[src/verilog/urhs_pkg.sv]
package urhs_pkg;

	// Register byte offsets.
	localparam logic [11:0] URHS_ROOT_HUB_STATUS_OFFS = 12'h000;
	localparam logic [11:0] URHS_IRQ_STATUS_OFFS      = 12'h004;
	localparam logic [11:0] URHS_IRQ_MASK_OFFS        = 12'h008;
	localparam logic [11:0] URHS_HUB_CONTROL_OFFS     = 12'h00C;

	// Field positions of the root hub status register.
	localparam int URHS_LOCAL_POWER_STATE_BIT  = 0;
	localparam int URHS_OVERCURRENT_IND_BIT    = 1;
	localparam int URHS_RWE_BIT                = 15;
	localparam int URHS_LOCAL_POWER_CHANGE_BIT = 16;
	localparam int URHS_OVERCURRENT_CHANGE_BIT = 17;
	localparam int URHS_CLEAR_WAKE_BIT         = 31;

	// Field positions of the interrupt status and mask registers.
	localparam int URHS_IRQ_RESUME_BIT      = 0;
	localparam int URHS_IRQ_OVERCURRENT_BIT = 1;
	localparam int URHS_IRQ_WIDTH           = 2;

	// Field positions of the hub control register.
	localparam int URHS_CTL_SUSPEND_BIT = 0;
	localparam int URHS_CTL_STATE_LSB   = 8;

	// Values after reset.
	localparam logic [31:0] URHS_STATUS_RESET = 32'h0000_0000;
	localparam logic        URHS_RWE_RESET    = 1'b0;
	localparam logic [1:0]  URHS_IRQ_RESET    = 2'b00;

	typedef enum logic [1:0] {
		URHS_OPERATIONAL,
		URHS_SUSPEND,
		URHS_RESUME
	} urhs_usb_state_t;

	typedef struct packed {
		logic        psel;
		logic        penable;
		logic        pwrite;
		logic [11:0] paddr;
		logic [31:0] pwdata;
	} urhs_apb_req_t;

	typedef struct packed {
		logic        pready;
		logic        pslverr;
		logic [31:0] prdata;
	} urhs_apb_rsp_t;

endpackage

[src/verilog/urhs_edge.sv]
`timescale 1ns/10ps
module urhs_edge
	import urhs_pkg::*;
(
	// Clock and reset.
	input  wire logic pclk,
	input  wire logic presetn,
	// Synchronised level in, one-cycle pulse on any change.
	input  wire logic level_in,
	output logic      change
);

	typedef struct packed {
		logic last;
	} urhs_edge_state_t;

	urhs_edge_state_t state;
	urhs_edge_state_t next_state;

	always_comb
	begin
		next_state.last = level_in;
	end

	always_ff @(posedge pclk or negedge presetn)
	begin
		if (!presetn)
			state <= '0;
		else
			state <= next_state;
	end

	assign change = level_in ^ state.last;

endmodule

[src/verilog/urhs_root_hub_status.sv]
// Functional notes
// RL1 - Writing one to bit 31 clears remote wake enable; zero leaves it.
// RL2 - Overcurrent change flag sets on indicator change; write one clears it.
// RL3 - Local power change flag resets to zero and has no effect.
// RL4 - Wake enabled: connect change resumes from suspend, sets resume interrupt status.
// RL5 - Wake disabled: connect change keeps suspend, resume status unchanged.
// RL6 - Writing one to bit 15 sets remote wake enable; zero leaves it.
// RL7 - Overcurrent indicator always reads zero.
// RL8 - Local power status resets to zero and has no effect.
// RL9 - Reserved bits read zero and ignore writes.
//
// The register offsets and the APB interface to the registers were left to the implementer.
`timescale 1ns/10ps
module urhs_root_hub_status
	import urhs_pkg::*;
(
	// Clock and reset.
	input  wire logic        pclk,
	input  wire logic        presetn,
	// APB slave.
	input  wire logic        psel,
	input  wire logic        penable,
	input  wire logic        pwrite,
	input  wire logic [11:0] paddr,
	input  wire logic [31:0] pwdata,
	output logic             pready,
	output logic             pslverr,
	output logic [31:0]      prdata,
	// Root hub events and state.
	input  wire logic        connect_change_pin,
	input  wire logic        suspend_req,
	output logic             usb_suspended,
	output logic             usb_resuming,
	// Interrupt.
	output logic             irq
);

	typedef struct packed {
		urhs_apb_rsp_t       rsp;
		logic                rwe;
		logic                overcurrent_change_flag;
		logic [1:0]          irq_status;
		logic [1:0]          irq_mask;
		urhs_usb_state_t     usb_state;
		logic                suspended;
		logic                resuming;
		logic                irq;
	} urhs_state_t;

	urhs_state_t   state;
	urhs_state_t   next_state;
	urhs_apb_req_t req;
	logic          connect_sync;
	logic          connect_event;
	logic          overcurrent_level;
	logic          overcurrent_change;
	logic          access;
	logic          wr;
	// Decode helpers that only the checks below read, and the status word that reads return.
	logic          status_wr;
	logic          status_rd;
	logic          mapped;
	logic [31:0]   hub_status_word;

	assign req = '{psel: psel, penable: penable, pwrite: pwrite, paddr: paddr, pwdata: pwdata};

	// The overcurrent indicator has no source pin, so its level is fixed at zero.
	assign overcurrent_level = 1'b0; // RL7

	urhs_sync u_connect_sync (
		.pclk     (pclk),
		.presetn  (presetn),
		.async_in (connect_change_pin),
		.sync_out (connect_sync)
	);

	urhs_edge u_connect_edge (
		.pclk     (pclk),
		.presetn  (presetn),
		.level_in (connect_sync),
		.change   (connect_event)
	);

	urhs_edge u_overcurrent_edge (
		.pclk     (pclk),
		.presetn  (presetn),
		.level_in (overcurrent_level),
		.change   (overcurrent_change)
	);

	// Accesses are answered in the second access cycle; pready rises two cycles after setup.
	assign access = req.psel && req.penable && !state.rsp.pready;
	assign wr     = access && req.pwrite;

	assign status_wr = wr && req.paddr == URHS_ROOT_HUB_STATUS_OFFS;
	assign status_rd = access && !req.pwrite && req.paddr == URHS_ROOT_HUB_STATUS_OFFS;
	assign mapped    = req.paddr inside {URHS_ROOT_HUB_STATUS_OFFS, URHS_IRQ_STATUS_OFFS,
		URHS_IRQ_MASK_OFFS, URHS_HUB_CONTROL_OFFS};

	always_comb
	begin
		hub_status_word                              = 32'h0000_0000; // RL9
		hub_status_word[URHS_RWE_BIT]                = state.rwe;
		hub_status_word[URHS_OVERCURRENT_CHANGE_BIT] = state.overcurrent_change_flag;
		hub_status_word[URHS_LOCAL_POWER_CHANGE_BIT] = 1'b0; // RL3
		hub_status_word[URHS_OVERCURRENT_IND_BIT]    = overcurrent_level; // RL7
		hub_status_word[URHS_LOCAL_POWER_STATE_BIT]  = 1'b0; // RL8
	end

	always_comb
	begin
		next_state = state;
		next_state.rsp.pready  = access;
		next_state.rsp.pslverr = 1'b0;
		next_state.rsp.prdata  = 32'h0000_0000;

		if (access && !req.pwrite)
		begin
			case (req.paddr)
				URHS_ROOT_HUB_STATUS_OFFS: next_state.rsp.prdata = hub_status_word;
				URHS_IRQ_STATUS_OFFS:
					next_state.rsp.prdata = {30'h0000_0000, state.irq_status};
				URHS_IRQ_MASK_OFFS:
					next_state.rsp.prdata = {30'h0000_0000, state.irq_mask};
				URHS_HUB_CONTROL_OFFS:
				begin
					next_state.rsp.prdata[URHS_CTL_SUSPEND_BIT] = state.suspended;
					next_state.rsp.prdata[URHS_CTL_STATE_LSB +: 2] = state.usb_state;
				end
				default: next_state.rsp.pslverr = 1'b1;
			endcase
		end

		if (wr)
		begin
			case (req.paddr)
				URHS_ROOT_HUB_STATUS_OFFS:
				begin
					// Clear follows set, so a write with both bits leaves wake disabled.
					if (req.pwdata[URHS_RWE_BIT])
						next_state.rwe = 1'b1; // RL6
					if (req.pwdata[URHS_CLEAR_WAKE_BIT])
						next_state.rwe = 1'b0; // RL1
					if (req.pwdata[URHS_OVERCURRENT_CHANGE_BIT])
						next_state.overcurrent_change_flag = 1'b0; // RL2
				end
				URHS_IRQ_STATUS_OFFS:
					next_state.irq_status = state.irq_status & ~req.pwdata[1:0];
				URHS_IRQ_MASK_OFFS:
					next_state.irq_mask = req.pwdata[1:0];
				URHS_HUB_CONTROL_OFFS: ;
				default: next_state.rsp.pslverr = 1'b1;
			endcase
		end

		// Hardware set wins over a software clear in the same cycle.
		if (overcurrent_change)
		begin
			next_state.overcurrent_change_flag = 1'b1; // RL2
			next_state.irq_status[URHS_IRQ_OVERCURRENT_BIT] = 1'b1;
		end

		case (state.usb_state)
			URHS_OPERATIONAL:
				if (suspend_req)
					next_state.usb_state = URHS_SUSPEND;
			URHS_SUSPEND:
				if (connect_event && state.rwe) // RL5
				begin
					next_state.usb_state = URHS_RESUME; // RL4
					next_state.irq_status[URHS_IRQ_RESUME_BIT] = 1'b1; // RL4
				end
			URHS_RESUME:
				next_state.usb_state = URHS_OPERATIONAL;
			default:
				next_state.usb_state = URHS_OPERATIONAL;
		endcase

		next_state.suspended = (next_state.usb_state == URHS_SUSPEND);
		next_state.resuming  = (next_state.usb_state == URHS_RESUME);
		next_state.irq       = |(next_state.irq_status & next_state.irq_mask);
	end

	always_ff @(posedge pclk or negedge presetn)
	begin
		if (!presetn)
		begin
			state            <= '0;
			state.rwe        <= URHS_RWE_RESET;
			state.irq_status <= URHS_IRQ_RESET;
			state.irq_mask   <= URHS_IRQ_RESET;
			state.usb_state  <= URHS_OPERATIONAL;
		end
		else
			state <= next_state;
	end

	assign pready        = state.rsp.pready;
	assign pslverr       = state.rsp.pslverr;
	assign prdata        = state.rsp.prdata;
	assign usb_suspended = state.suspended;
	assign usb_resuming  = state.resuming;
	assign irq           = state.irq;
endmodule

[src/verilog/urhs_sync.sv]
`timescale 1ns/10ps
module urhs_sync
	import urhs_pkg::*;
(
	// Clock and reset.
	input  wire logic pclk,
	input  wire logic presetn,
	// Asynchronous level in, synchronised level out.
	input  wire logic async_in,
	output logic      sync_out
);

	typedef struct packed {
		logic stage1;
		logic stage2;
	} urhs_sync_state_t;

	urhs_sync_state_t state;
	urhs_sync_state_t next_state;

	always_comb
	begin
		next_state.stage1 = async_in;
		next_state.stage2 = state.stage1;
	end

	always_ff @(posedge pclk or negedge presetn)
	begin
		if (!presetn)
			state <= '0;
		else
			state <= next_state;
	end

	assign sync_out = state.stage2;

endmodule
[config.mk]
export PLATFORM = sky130hd
export DESIGN_NAME = urhs_root_hub_status
export DESIGN_NICKNAME = d
export VERILOG_FILES = /design/src/verilog/urhs_pkg.sv /design/src/verilog/urhs_edge.sv /design/src/verilog/urhs_root_hub_status.sv /design/src/verilog/urhs_sync.sv
export SDC_FILE = /design/constraint.sdc
export NUM_CORES = 1
export LEC_CHECK = 0
export BUFFER_PORTS_ARGS = -buffer_cell sky130_fd_sc_hd__buf_4
export CORE_MARGIN = 1.5
export CORE_UTILIZATION = 41
export DETAILED_ROUTE_END_ITERATION = 16
export PLACE_DENSITY = 0.85
export RECOVER_POWER = 50
export SLEW_MARGIN = 25
export SYNTH_ARGS = -nofsm -noshare
export SYNTH_HDL_FRONTEND = slang
export SYNTH_SLANG_ARGS = --single-unit
[constraint.sdc]
create_clock -name pclk -period 3.5 [get_ports pclk]
set_input_delay 0.175 -clock pclk [delete_from_list [all_inputs] [get_ports pclk]]
set_output_delay 0.175 -clock pclk [all_outputs]
set_load 0.05 [all_outputs]
==> results of run 1 <==
stage by stage:
step	total power, mW	hold slack, ps	setup WS [ps]	std cells
floorplan	0.340	-121	1750	122
global placement	0.343	54.4	1880	150
detailed placement	0.345	63.2	1840	150
CTS	0.533	20.0	1980	156
global route	0.548	4.96	1890	156
finish	0.527	29.2	2000	156
cells in the mapped netlist:
cell      count  share of area (%)
nor4b_1       2                1.7
o21a_1        1               0.72
nand2_1       4                1.4
buf_4        32                 23
nand3b_1      2                1.4
nor2b_1       2                1.2
a21oi_1       3                1.4
mux2_2        1                1.1
a211oi_1      2                1.4
nor2_1        5                1.8
nor4_2        2                2.4
clkbuf_1      2               0.72
and3_2        1               0.72
nand4_1       1               0.60
a22oi_1       1               0.72
and2b_1       1               0.72
dfrtp_1      20                 48
conb_1        1               0.36
nand2b_1      1               0.60
o21ai_1       1               0.48
and3b_1       3                2.5
mux2_4        2                2.9
nand4_2       1                1.2
xor2_1        1               0.83
a22o_1        1               0.83
and2_1        3                1.8
logic make-up after synthesis:
family,share of synthesized area [%]
XOR/XNOR,0.834
AND/OR/NAND/NOR,18.0
other,0.357
flip-flops,47.7
buffers and inverters,23.6
AO/OA/AOI/OAI,5.60
multiplexers,3.93
layout by cell type, fill, tap and decap left out, types with 2 or more instances in the layout:
cell type / instances
and3b_1: 3
a211oi_1: 2
a21oi_1: 3
nor2b_1: 2
nor4b_1: 2
nand3b_1: 2
dfrtp_1: 20
nand2_1: 4
nor4_2: 2
clkbuf_4: 4
mux2_4: 2
conb_1: 27
dlygate4sd3_1: 2
buf_4: 30
nor2_1: 5
and2_1: 3
metal layers:
layer  vias up  GRT usage (%)
met4         0           5.13
met2        42           24.5
met5         -              0
met3         0           1.67
li1        322              -
met1       340           12.3
flip-flops by register name, summed over array words and instances, names as in the netlist:
register and count:
prdata 5, usb_suspended 1, pslverr 1, u_connect_sync.sync_out 1
irq 1, u_connect_sync.next_state 1, state 6, usb_resuming 1
hub_status_word 1, pready 1, u_connect_edge.state 1
power breakdown:
group	internal (mW)	switching (mW)	total [mW]
Combinational	0.0227	0.0834	0.106
Clock	0.116	0.0691	0.185
Sequential	0.234	0.00145	0.236
Total	0.373	0.154	0.527
final cells by class:
type	count	area, µm²
multi-input combinational	68	399
timing repair buffer	34	256
clock inverter	1	30.0
fill	223	1210
clock buffer	3	22.5
tap	30	37.5
sequential	20	500
worst paths after layout:
check                                                   from                 endpoint  slack [ps]  cells after the start
worst min-delay path                              pwdata[31]      hub_status_word[15]          30                      2
min in group asynchronous                            presetn      hub_status_word[15]         560                      2
worst max-delay path                                  pready                      irq        2000                      5
worst max register to register                        pready                      irq        2000                      5
max in group asynchronous                            presetn                 state[8]        2330                      2
worst min register to register  u_connect_sync.next_state[0]  u_connect_sync.sync_out         370                      0
timing repair:
| item | 4_1_cts | 5_1_grt |
|---|---|---|
| endpoints found under the hold margin | 21 | 0 |
| hold buffers | 2 | 0 |
| setup endpoints to repair | 0 | 0 |
==> summary.txt, run 1 <==
Outcome
  – Status: completed

Setup path
  – CP Launch Type: flop
  – Largest stage delay, worst path: 390 ps
  – Class of the most critical setup path: reg2reg
  – Crit-path leading delay family: simple AND/OR/NAND/NOR gates
  – Crit path required time: 3700 ps
  – Slowest-stage cell, CP: dfrtp_1
  – Bufs and invs on worst path: 0
  – Critical path peak fanout: 5
  – Critical-path cell list: and3b_1, nand4_1, o21ai_1, nand2b_1, a22o_1
  – Worst Path Arrival: 1700 ps
  – Crit end category: flop

Cells and area
  – Non-Filler Cell Area, Final: 1250 µm²
  – Final core occ: 50.8%
  – Layout cell share with drive strength beyond 1: 33.3%
  – Area growth from synthesis to final layout: 18.7%
  – Ant diodes: 0
  – Fin nets: 178

GRT
  – Congestion Overflow GR: 0
  – First-pass GRT wire length: 2.53 mm
  – Largest net degree at the start of global routing: 21
  – Vias in the first global route: 628
  – Initial antenna violation count: 0
  – All-layer global routing usage: 12.2%

Drt
  – WL/cell: 11.1 µm
  – Detailed Route WL: 1.72 mm
  – Via density: 4.51
  – M1 WL: 583 µm
  – Met3 WL: 143 µm
  – Antenna-violating nets left: 0
  – Met2 routed WL: 997 µm
  – DRT iter0 DRCs: 9
  – DR DRC count: 0
  – DRT Pass-1 Iters: 4
  – Via count: 704
  – DR top layer: met3

STA
  – Slew Limit Fails: 0
  – Max Clock Freq: 0.667 GHz
  – RSZ-0062 raised after global routing: false
  – Crit path time final: 1500 ps
  – Slew HR: 32.7%
  – Fin. Hold Viols: 0
  – Least-Margin Pin Slew: 1010 ps
  – Fin crit share: 42.8%
  – Setup TNS: 0 ps
  – Final Skew: 4.59 ps
  – Final setup fails: 0

Placed design
  – Port bufs: 32
  – Dpl hpwl: 1.33 mm
  – GP Congestion: 0.745
  – Post-DP Area: 1180 µm²

Clocking
  – Post-CTS setup buffers: 0
  – Worst-path clk slew: 110 ps
  – # resized after CTS: 0
  – Total clock sinks: 20
  – Worst-Skew Late Latency: 300 ps
  – CTS tree: yes
  – Root Driver: clkbuf_4
  – CTS buffer count: 3
  – H-tree lvl count: 1
  – CTS max path bufs: 2

Synthesis
  – Sequential area share after synthesis: 47.7%
  – Syn Area/Cell: 10.9 µm²
  – Post-synthesis register bit count: 20
  – Synth Instances: 96
  – Synth Warn #: 0
  – Yosys cell types: 26
  – Post-Syn Area: 1050 µm²

Floorplanning
  – I/O Pins: 88
  – Die width: 53.6 µm
  – Initial core utilization: 42.8%
  – DIE HEIGHT: 53.6 µm
  – FP Rows: 18
  – Core box area: 2450 µm²
  – Die area: 2870 µm²

Power
  – Leak: 0.662 nW
  – IR drop worst, VDD: 0.000228 V
  – Cell Pwr Density: 423 nW/µm²

Hold path
  – Hold WC Path Type: in2reg

Job
  – Total of max-cap violations: 0
Note: power is estimated with default switching activity, not from simulation.
==> run 2: changes to the inputs <==
- CORE_UTILIZATION: 41 -> 34
- PLACE_DENSITY: 0.85 -> 0.75
- clock period: 3.5 -> 1.2 ns (I/O delays scaled with it)
==> run 2 against run 1 <==
  * The run now ends with negative setup slack left
  * Hold slack got worse by 16 ps
  * Core utilization down 2.4 points
  * Clock skew decreased by 1.8 ps
  * Critical path type unchanged
  * Largest power group unchanged
==> summary.txt, run 2 (synthesis results as in run 1) <==
Clocking
  – H-tree lvl count: 1
  – Total clock sinks: 20
  – Root Driver: clkbuf_4
  – CTS tree: yes
  – CTS buffer count: 3
  – Worst-path clk slew: 110 ps
  – CTS max path bufs: 2
  – Worst-Skew Late Latency: 290 ps

Setup path
  – Slowest-stage cell, CP: dfrtp_2
  – Crit path required time: 1390 ps
  – Largest stage delay, worst path: 420 ps
  – Levels on crit path: 4
  – Crit end category: flop
  – R2R Path Start: pready
  – Crit-path leading delay family: flip-flops
  – Critical-path cell list: and3b_2, nand4_4, mux2_4, a22o_1
  – CP Launch Type: flop
  – Worst Path Arrival: 1630 ps
  – Worst r2r path cells: 4
  – Bufs and invs on worst path: 0
  – Class of the most critical setup path: reg2reg
  – Worst reg2reg setup slack: -240 ps
  – Critical path peak fanout: 3
  – Reg-to-reg endpoint: irq

Hold path
  – Hold WC Path Type: in2reg
  – Hold EP: hub_status_word[15]
  – Hold_sp: pwdata[15]
  – Worst hold path depth: 3

Drt
  – Via density: 4.16
  – DRT iter0 DRCs: 20
  – DRT Pass-1 Iters: 6
  – DR DRC count: 0
  – Detailed Route WL: 1.76 mm
  – WL/cell: 10.3 µm
  – Via count: 711
  – Antenna-violating nets left: 0

Placed design
  – Dpl hpwl: 1.43 mm
  – Port bufs: 32
  – GP Congestion: 0.793
  – Post-DP Area: 1260 µm²
  – Pre-CTS setup slack: -324 ps
  – Placed Cells: 160

Cells and area
  – Area growth from synthesis to final layout: 31.5%
  – Fin nets: 192
  – Final core occ: 48.4%
  – Most flops, register: state
  – Max FFs per register: 6
  – Fill count: 266
  – Ant diodes: 0
  – Commonest non-fill, non-tap cell in the layout: buf_4
  – Most frequent cells in the layout: buf_4, conb_1, dfrtp_1
  – Post-Layout Cell Count: 171
  – Non-Filler Cell Area, Final: 1380 µm²
  – Layout cell share with drive strength beyond 1: 43.6%
  – Seq. cell area: 502 µm²
  – Area of the multi-input gates: 433 µm²

Power
  – Logic pwr share: 23.8%
  – Reg power frac: 49.1%
  – Design Power: 1.40 mW
  – Internal power: 0.951 mW
  – Clk pwr share: 27.2%
  – Net Sw Frac: 32.1%
  – Switching Power: 0.450 mW
  – IR drop worst, VDD: 0.000448 V
  – Leak: 0.718 nW
  – Cell Pwr Density: 1020 nW/µm²

Outcome
  – Violations in the final reports: negative setup slack
  – Status: complete, but fails checks

STA
  – Fin. Hold Viols: 0
  – Fin crit share: 120%
  – Final setup fails: 10
  – Crit path time final: 1440 ps
  – Hold WS: 13.2 ps
  – RSZ-0062 raised after global routing: true
  – Max Clock Freq: 0.696 GHz
  – Final Skew: 2.83 ps
  – Slew Limit Fails: 0
  – Setup TNS: -917 ps
  – Final worst slack: -237 ps

Floorplanning
  – Core box area: 2850 µm²
  – FP Rows: 19
  – I/O Pins: 88
  – Die width: 58.6 µm
  – Initial core utilization: 36.8%
  – Die area: 3430 µm²
  – DIE HEIGHT: 58.6 µm

GRT
  – Congestion Overflow GR: 0
  – All-layer global routing usage: 10.8%
  – Vias in the first global route: 628
  – Initial antenna violation count: 0
  – Largest net degree at the start of global routing: 21
  – First-pass GRT wire length: 2.79 mm

Job
  – Total of max-cap violations: 0
-- run 2: cell types whose count changed in the layout (fill, tap and decap cells not counted), sizes merged --
cell	before	now
buf	30	42
bufinv	1	0
dlygate4sd3	2	5
-- run 2: layout make-up --
| cell class | instances | area share [%] |
|---|---|---|
| clock buffer | 4 | 2.63 |
| multi-input combinational | 68 | 31.4 |
| sequential | 20 | 36.4 |
| tap | 31 | 2.81 |
| timing repair buffer | 48 | 26.8 |
-- run 2: how the worst max path moves through the flow --
| stage | endpoint | start | slack [ps] |
|---|---|---|---|
| 2_1_floorplan | irq | pready | -390 |
| 3_3_place_gp | irq | paddr[1] | -260 |
| 3_5_place_dp | irq | paddr[1] | -320 |
| 4_1_cts | irq | pready | -220 |
| 5_1_grt | irq | pready | -290 |
| 6_report | irq | pready | -240 |
-- run 2: worst register-to-register path, cell delays in order (launching register included) --
cell and delay [ps]:
dfrtp_2 420, and3b_2 280, nand4_4 100, mux2_4 320, a22o_1 230
-- run 2: per-layer routing --
metal	up-vias	share of wire [%]	GRT usage (%)
met5	-	0	0
met4	0	0	4.98
met3	0	7.5	1.98
met2	42	51	18.8
met1	318	41	12.9
li1	351	-	-
-- run 2: what timing repair did --
item / CTS / global route
resized for setup: 5 / 2
endpoints found under the hold margin: 22 / 2
pin swaps: 1 / 4
hold buffers: 3 / 2
buffers inserted: 1 / 1
cloned: 0 / 0
setup endpoints to repair: 11 / 11
-- run 2: power groups by stage --
stage	clock [mW]	sequential, mW	combinational [mW]
floorplan	0	0.714	0.279
global route	0.430	0.688	0.351
detailed placement	0	0.701	0.315
CTS	0.395	0.687	0.328
global placement	0	0.700	0.313
finish	0.381	0.687	0.333
==> run 3: changes to the inputs <==
- ABC_AREA: not set -> 1
- CORE_UTILIZATION: 34 -> 36
- PLACE_DENSITY: 0.75 -> 0.76
==> run 3 against run 2 <==
  * The flow now finishes without violations
  * Non-clock buffer count fell by 8
  * Via count rose by 18%
  * First-iteration DRC count fell by 55%
  * Sequential share of layout area down 1.8 points
  * Design area is 5.3% higher
  * Hold slack worse by 3.5 ps
  * Register-to-register slack improved by 240 ps
==> summary.txt, run 3 <==
Outcome
  – Status: completed

Floorplanning
  – Initial core utilization: 37.8%
  – Die width: 59.6 µm
  – Core box area: 3050 µm²
  – FP Rows: 20
  – Die area: 3550 µm²
  – I/O Pins: 88
  – DIE HEIGHT: 59.6 µm

Drt
  – DRT iter0 DRCs: 9
  – WL/cell: 9.50 µm
  – DRT Pass-1 Iters: 4
  – DR DRC count: 0
  – Antenna-violating nets left: 0
  – Via count: 836
  – Via density: 3.94
  – Detailed Route WL: 2.01 mm

Synthesis
  – Most used DFF post-synth: dfrtp_1
  – Mux share of post-synthesis cell area: 0%
  – Most frequent cells after synthesis: buf_4, dfrtp_1, nand2_1
  – Area contributors post-synth: dfrtp_1, buf_4, nand2_1, nand3_1, inv_1
  – Post-synthesis compound-gate area fraction: 2.82%
  – Post-synth EDFFs: 0
  – Most common cell in the netlist: buf_4
  – Synth Warn #: 0
  – Sequential area share after synthesis: 43.4%
  – Area leader, netlist: dfrtp_1
  – Simple-gate portion of the synthesized area: 26.8%
  – Syn Area/Cell: 8.81 µm²
  – Main combinational cell family by area after synthesis: simple AND/OR/NAND/NOR gates
  – Post-synth top area share: 43.4%
  – Synth Area in XOR/XNOR: 0%
  – Post-Syn Area: 1150 µm²
  – Post-synthesis register bit count: 20
  – Post-synthesis adder-cell area fraction: 0%
  – Yosys cell types: 21
  – Asr flop ratio synth: 100%
  – Synth Instances: 131

Cells and area
  – Commonest non-fill, non-tap cell in the layout: buf_4
  – Max FFs per register: 6
  – Most flops, register: state
  – Area growth from synthesis to final layout: 25.9%
  – Non-Filler Cell Area, Final: 1450 µm²
  – Ant diodes: 0
  – Layout cell share with drive strength beyond 1: 36.9%
  – Fin nets: 220
  – Most frequent cells in the layout: buf_4, conb_1, nand2_1, dfrtp_1, inv_1
  – Final core occ: 47.6%

STA
  – Fin crit share: 99.4%
  – Hold WS: 9.67 ps
  – Final setup fails: 0
  – Max Clock Freq: 0.838 GHz
  – Slew Limit Fails: 0
  – Final Skew: 1.53 ps
  – RSZ-0062 raised after global routing: true
  – Fin. Hold Viols: 0
  – Final worst slack: 6.75 ps
  – Crit path time final: 1190 ps

Clocking
  – Worst-Skew Late Latency: 310 ps
  – CTS max path bufs: 2
  – Total clock sinks: 20
  – Root Driver: clkbuf_4
  – CTS buffer count: 3
  – H-tree lvl count: 1
  – CTS tree: yes
  – Worst-path clk slew: 110 ps

GRT
  – Met2 usage: 21.0%
  – Vias in the first global route: 755
  – Initial antenna violation count: 0
  – Grt met1 use: 13.8%
  – Met3 GRT Util: 2.18%
  – First-pass GRT wire length: 3.17 mm
  – Gr busiest metal: met2
  – All-layer global routing usage: 12.0%
  – Congestion Overflow GR: 0
  – Largest net degree at the start of global routing: 21

Power
  – Logic pwr share: 27.8%
  – Design Power: 1.80 mW
  – Cell Pwr Density: 1240 nW/µm²
  – Clk pwr share: 30.9%
  – Leak: 0.772 nW
  – Internal power: 1.18 mW
  – Reg power frac: 41.4%
  – Net Sw Frac: 34.6%
  – IR drop worst, VDD: 0.000554 V
  – Switching Power: 0.622 mW

Setup path
  – Worst r2r path cells: 7
  – Slowest-stage cell, CP: dfrtp_2
  – Levels on crit path: 7
  – Class of the most critical setup path: reg2reg
  – CP Launch Type: flop
  – Critical-path cell list: inv_2, nand4_1, inv_2, nand3_2, nand2_1, nand2_2, buf_4
  – Crit end category: flop
  – Largest stage delay, worst path: 420 ps
  – Most used cell along the critical path: inv_2
  – Worst Path Arrival: 1410 ps
  – Crit-path leading delay family: flip-flops
  – Crit path required time: 1420 ps
  – Bufs and invs on worst path: 3
  – Critical path peak fanout: 5

Placed design
  – GP Congestion: 0.833
  – Dpl hpwl: 1.49 mm
  – Port bufs: 32
  – Post-DP Area: 1320 µm²
  – Pre-CTS setup slack: 8.76 ps

Hold path
  – Hold WC Path Type: in2reg
  – Worst hold path depth: 3

Job
  – Total of max-cap violations: 0
run 3: changes by cell type after synthesis, sizes merged, moves of 3 or more:
cell,previous run,this run
nand2,4,22
inv,0,14
nor2,5,16
nand3,0,10
and2,3,0
and3b,3,0
mux2,3,0
nand4,2,5
run 3: tightest hold or removal path, delay by kind of cell:
family / cells / cell delay (ps)
AOI/OAI and AO/OA: 1 / 70
buffers and inverters: 1 / 80
and+or+nand+nor: 1 / 80
run 3: worst paths after layout:
check	from	end	slack, ps
worst min register to register	u_connect_sync.next_state[0]	u_connect_sync.sync_out	360
worst min-delay path	suspend_req	state[3]	10
max in group asynchronous	presetn	pready	610
worst max register to register	pready	state[6]	7
worst max-delay path	pready	state[6]	7
min in group asynchronous	presetn	u_connect_edge.state	230
run 3: power groups by stage:
stage	logic [mW]	clock network (mW)	registers (mW)
global route	0.537	0.593	0.751
CTS	0.491	0.563	0.743
finish	0.499	0.556	0.744
detailed placement	0.485	0	0.757
global placement	0.479	0	0.757
floorplan	0.340	0	0.834
run 3: per-layer routing:
layer,routed length (µm),vias up
met5,0,-
met4,52,0
met3,93,5
met2,1070,22
met1,797,381
li1,-,428
run 3: final cells by class:
class	count	area [µm²]
flip-flops and latches	20	502
clock inverters	1	30.0
clock buffers	3	22.5
repair buffers	40	303
well taps	44	55.1
inverters	14	52.6
multi-input cells	90	488
fillers	301	1600
run 3: cells by family after synthesis:
group | Yosys count
other cells | 1
compound gates | 5
simple gates | 58
flops | 20
buf+inv | 47
run 3: timing repair:
item                                    4_1_cts  5_1_grt
pin swaps                                     1        6
hold buffers                                  2        0
cloned                                        0        0
endpoints found under the setup margin        1        5
buffers inserted                              0        4
resized for setup                             1        5
hold endpoints to repair                     21        0
run 3: metrics by stage:
step                setup TNS, ps  instances
floorplan                    -120        157
global placement                0        202
detailed placement              0        202
CTS                         -1.26        208
global route                 -203        212
finish                          0        212
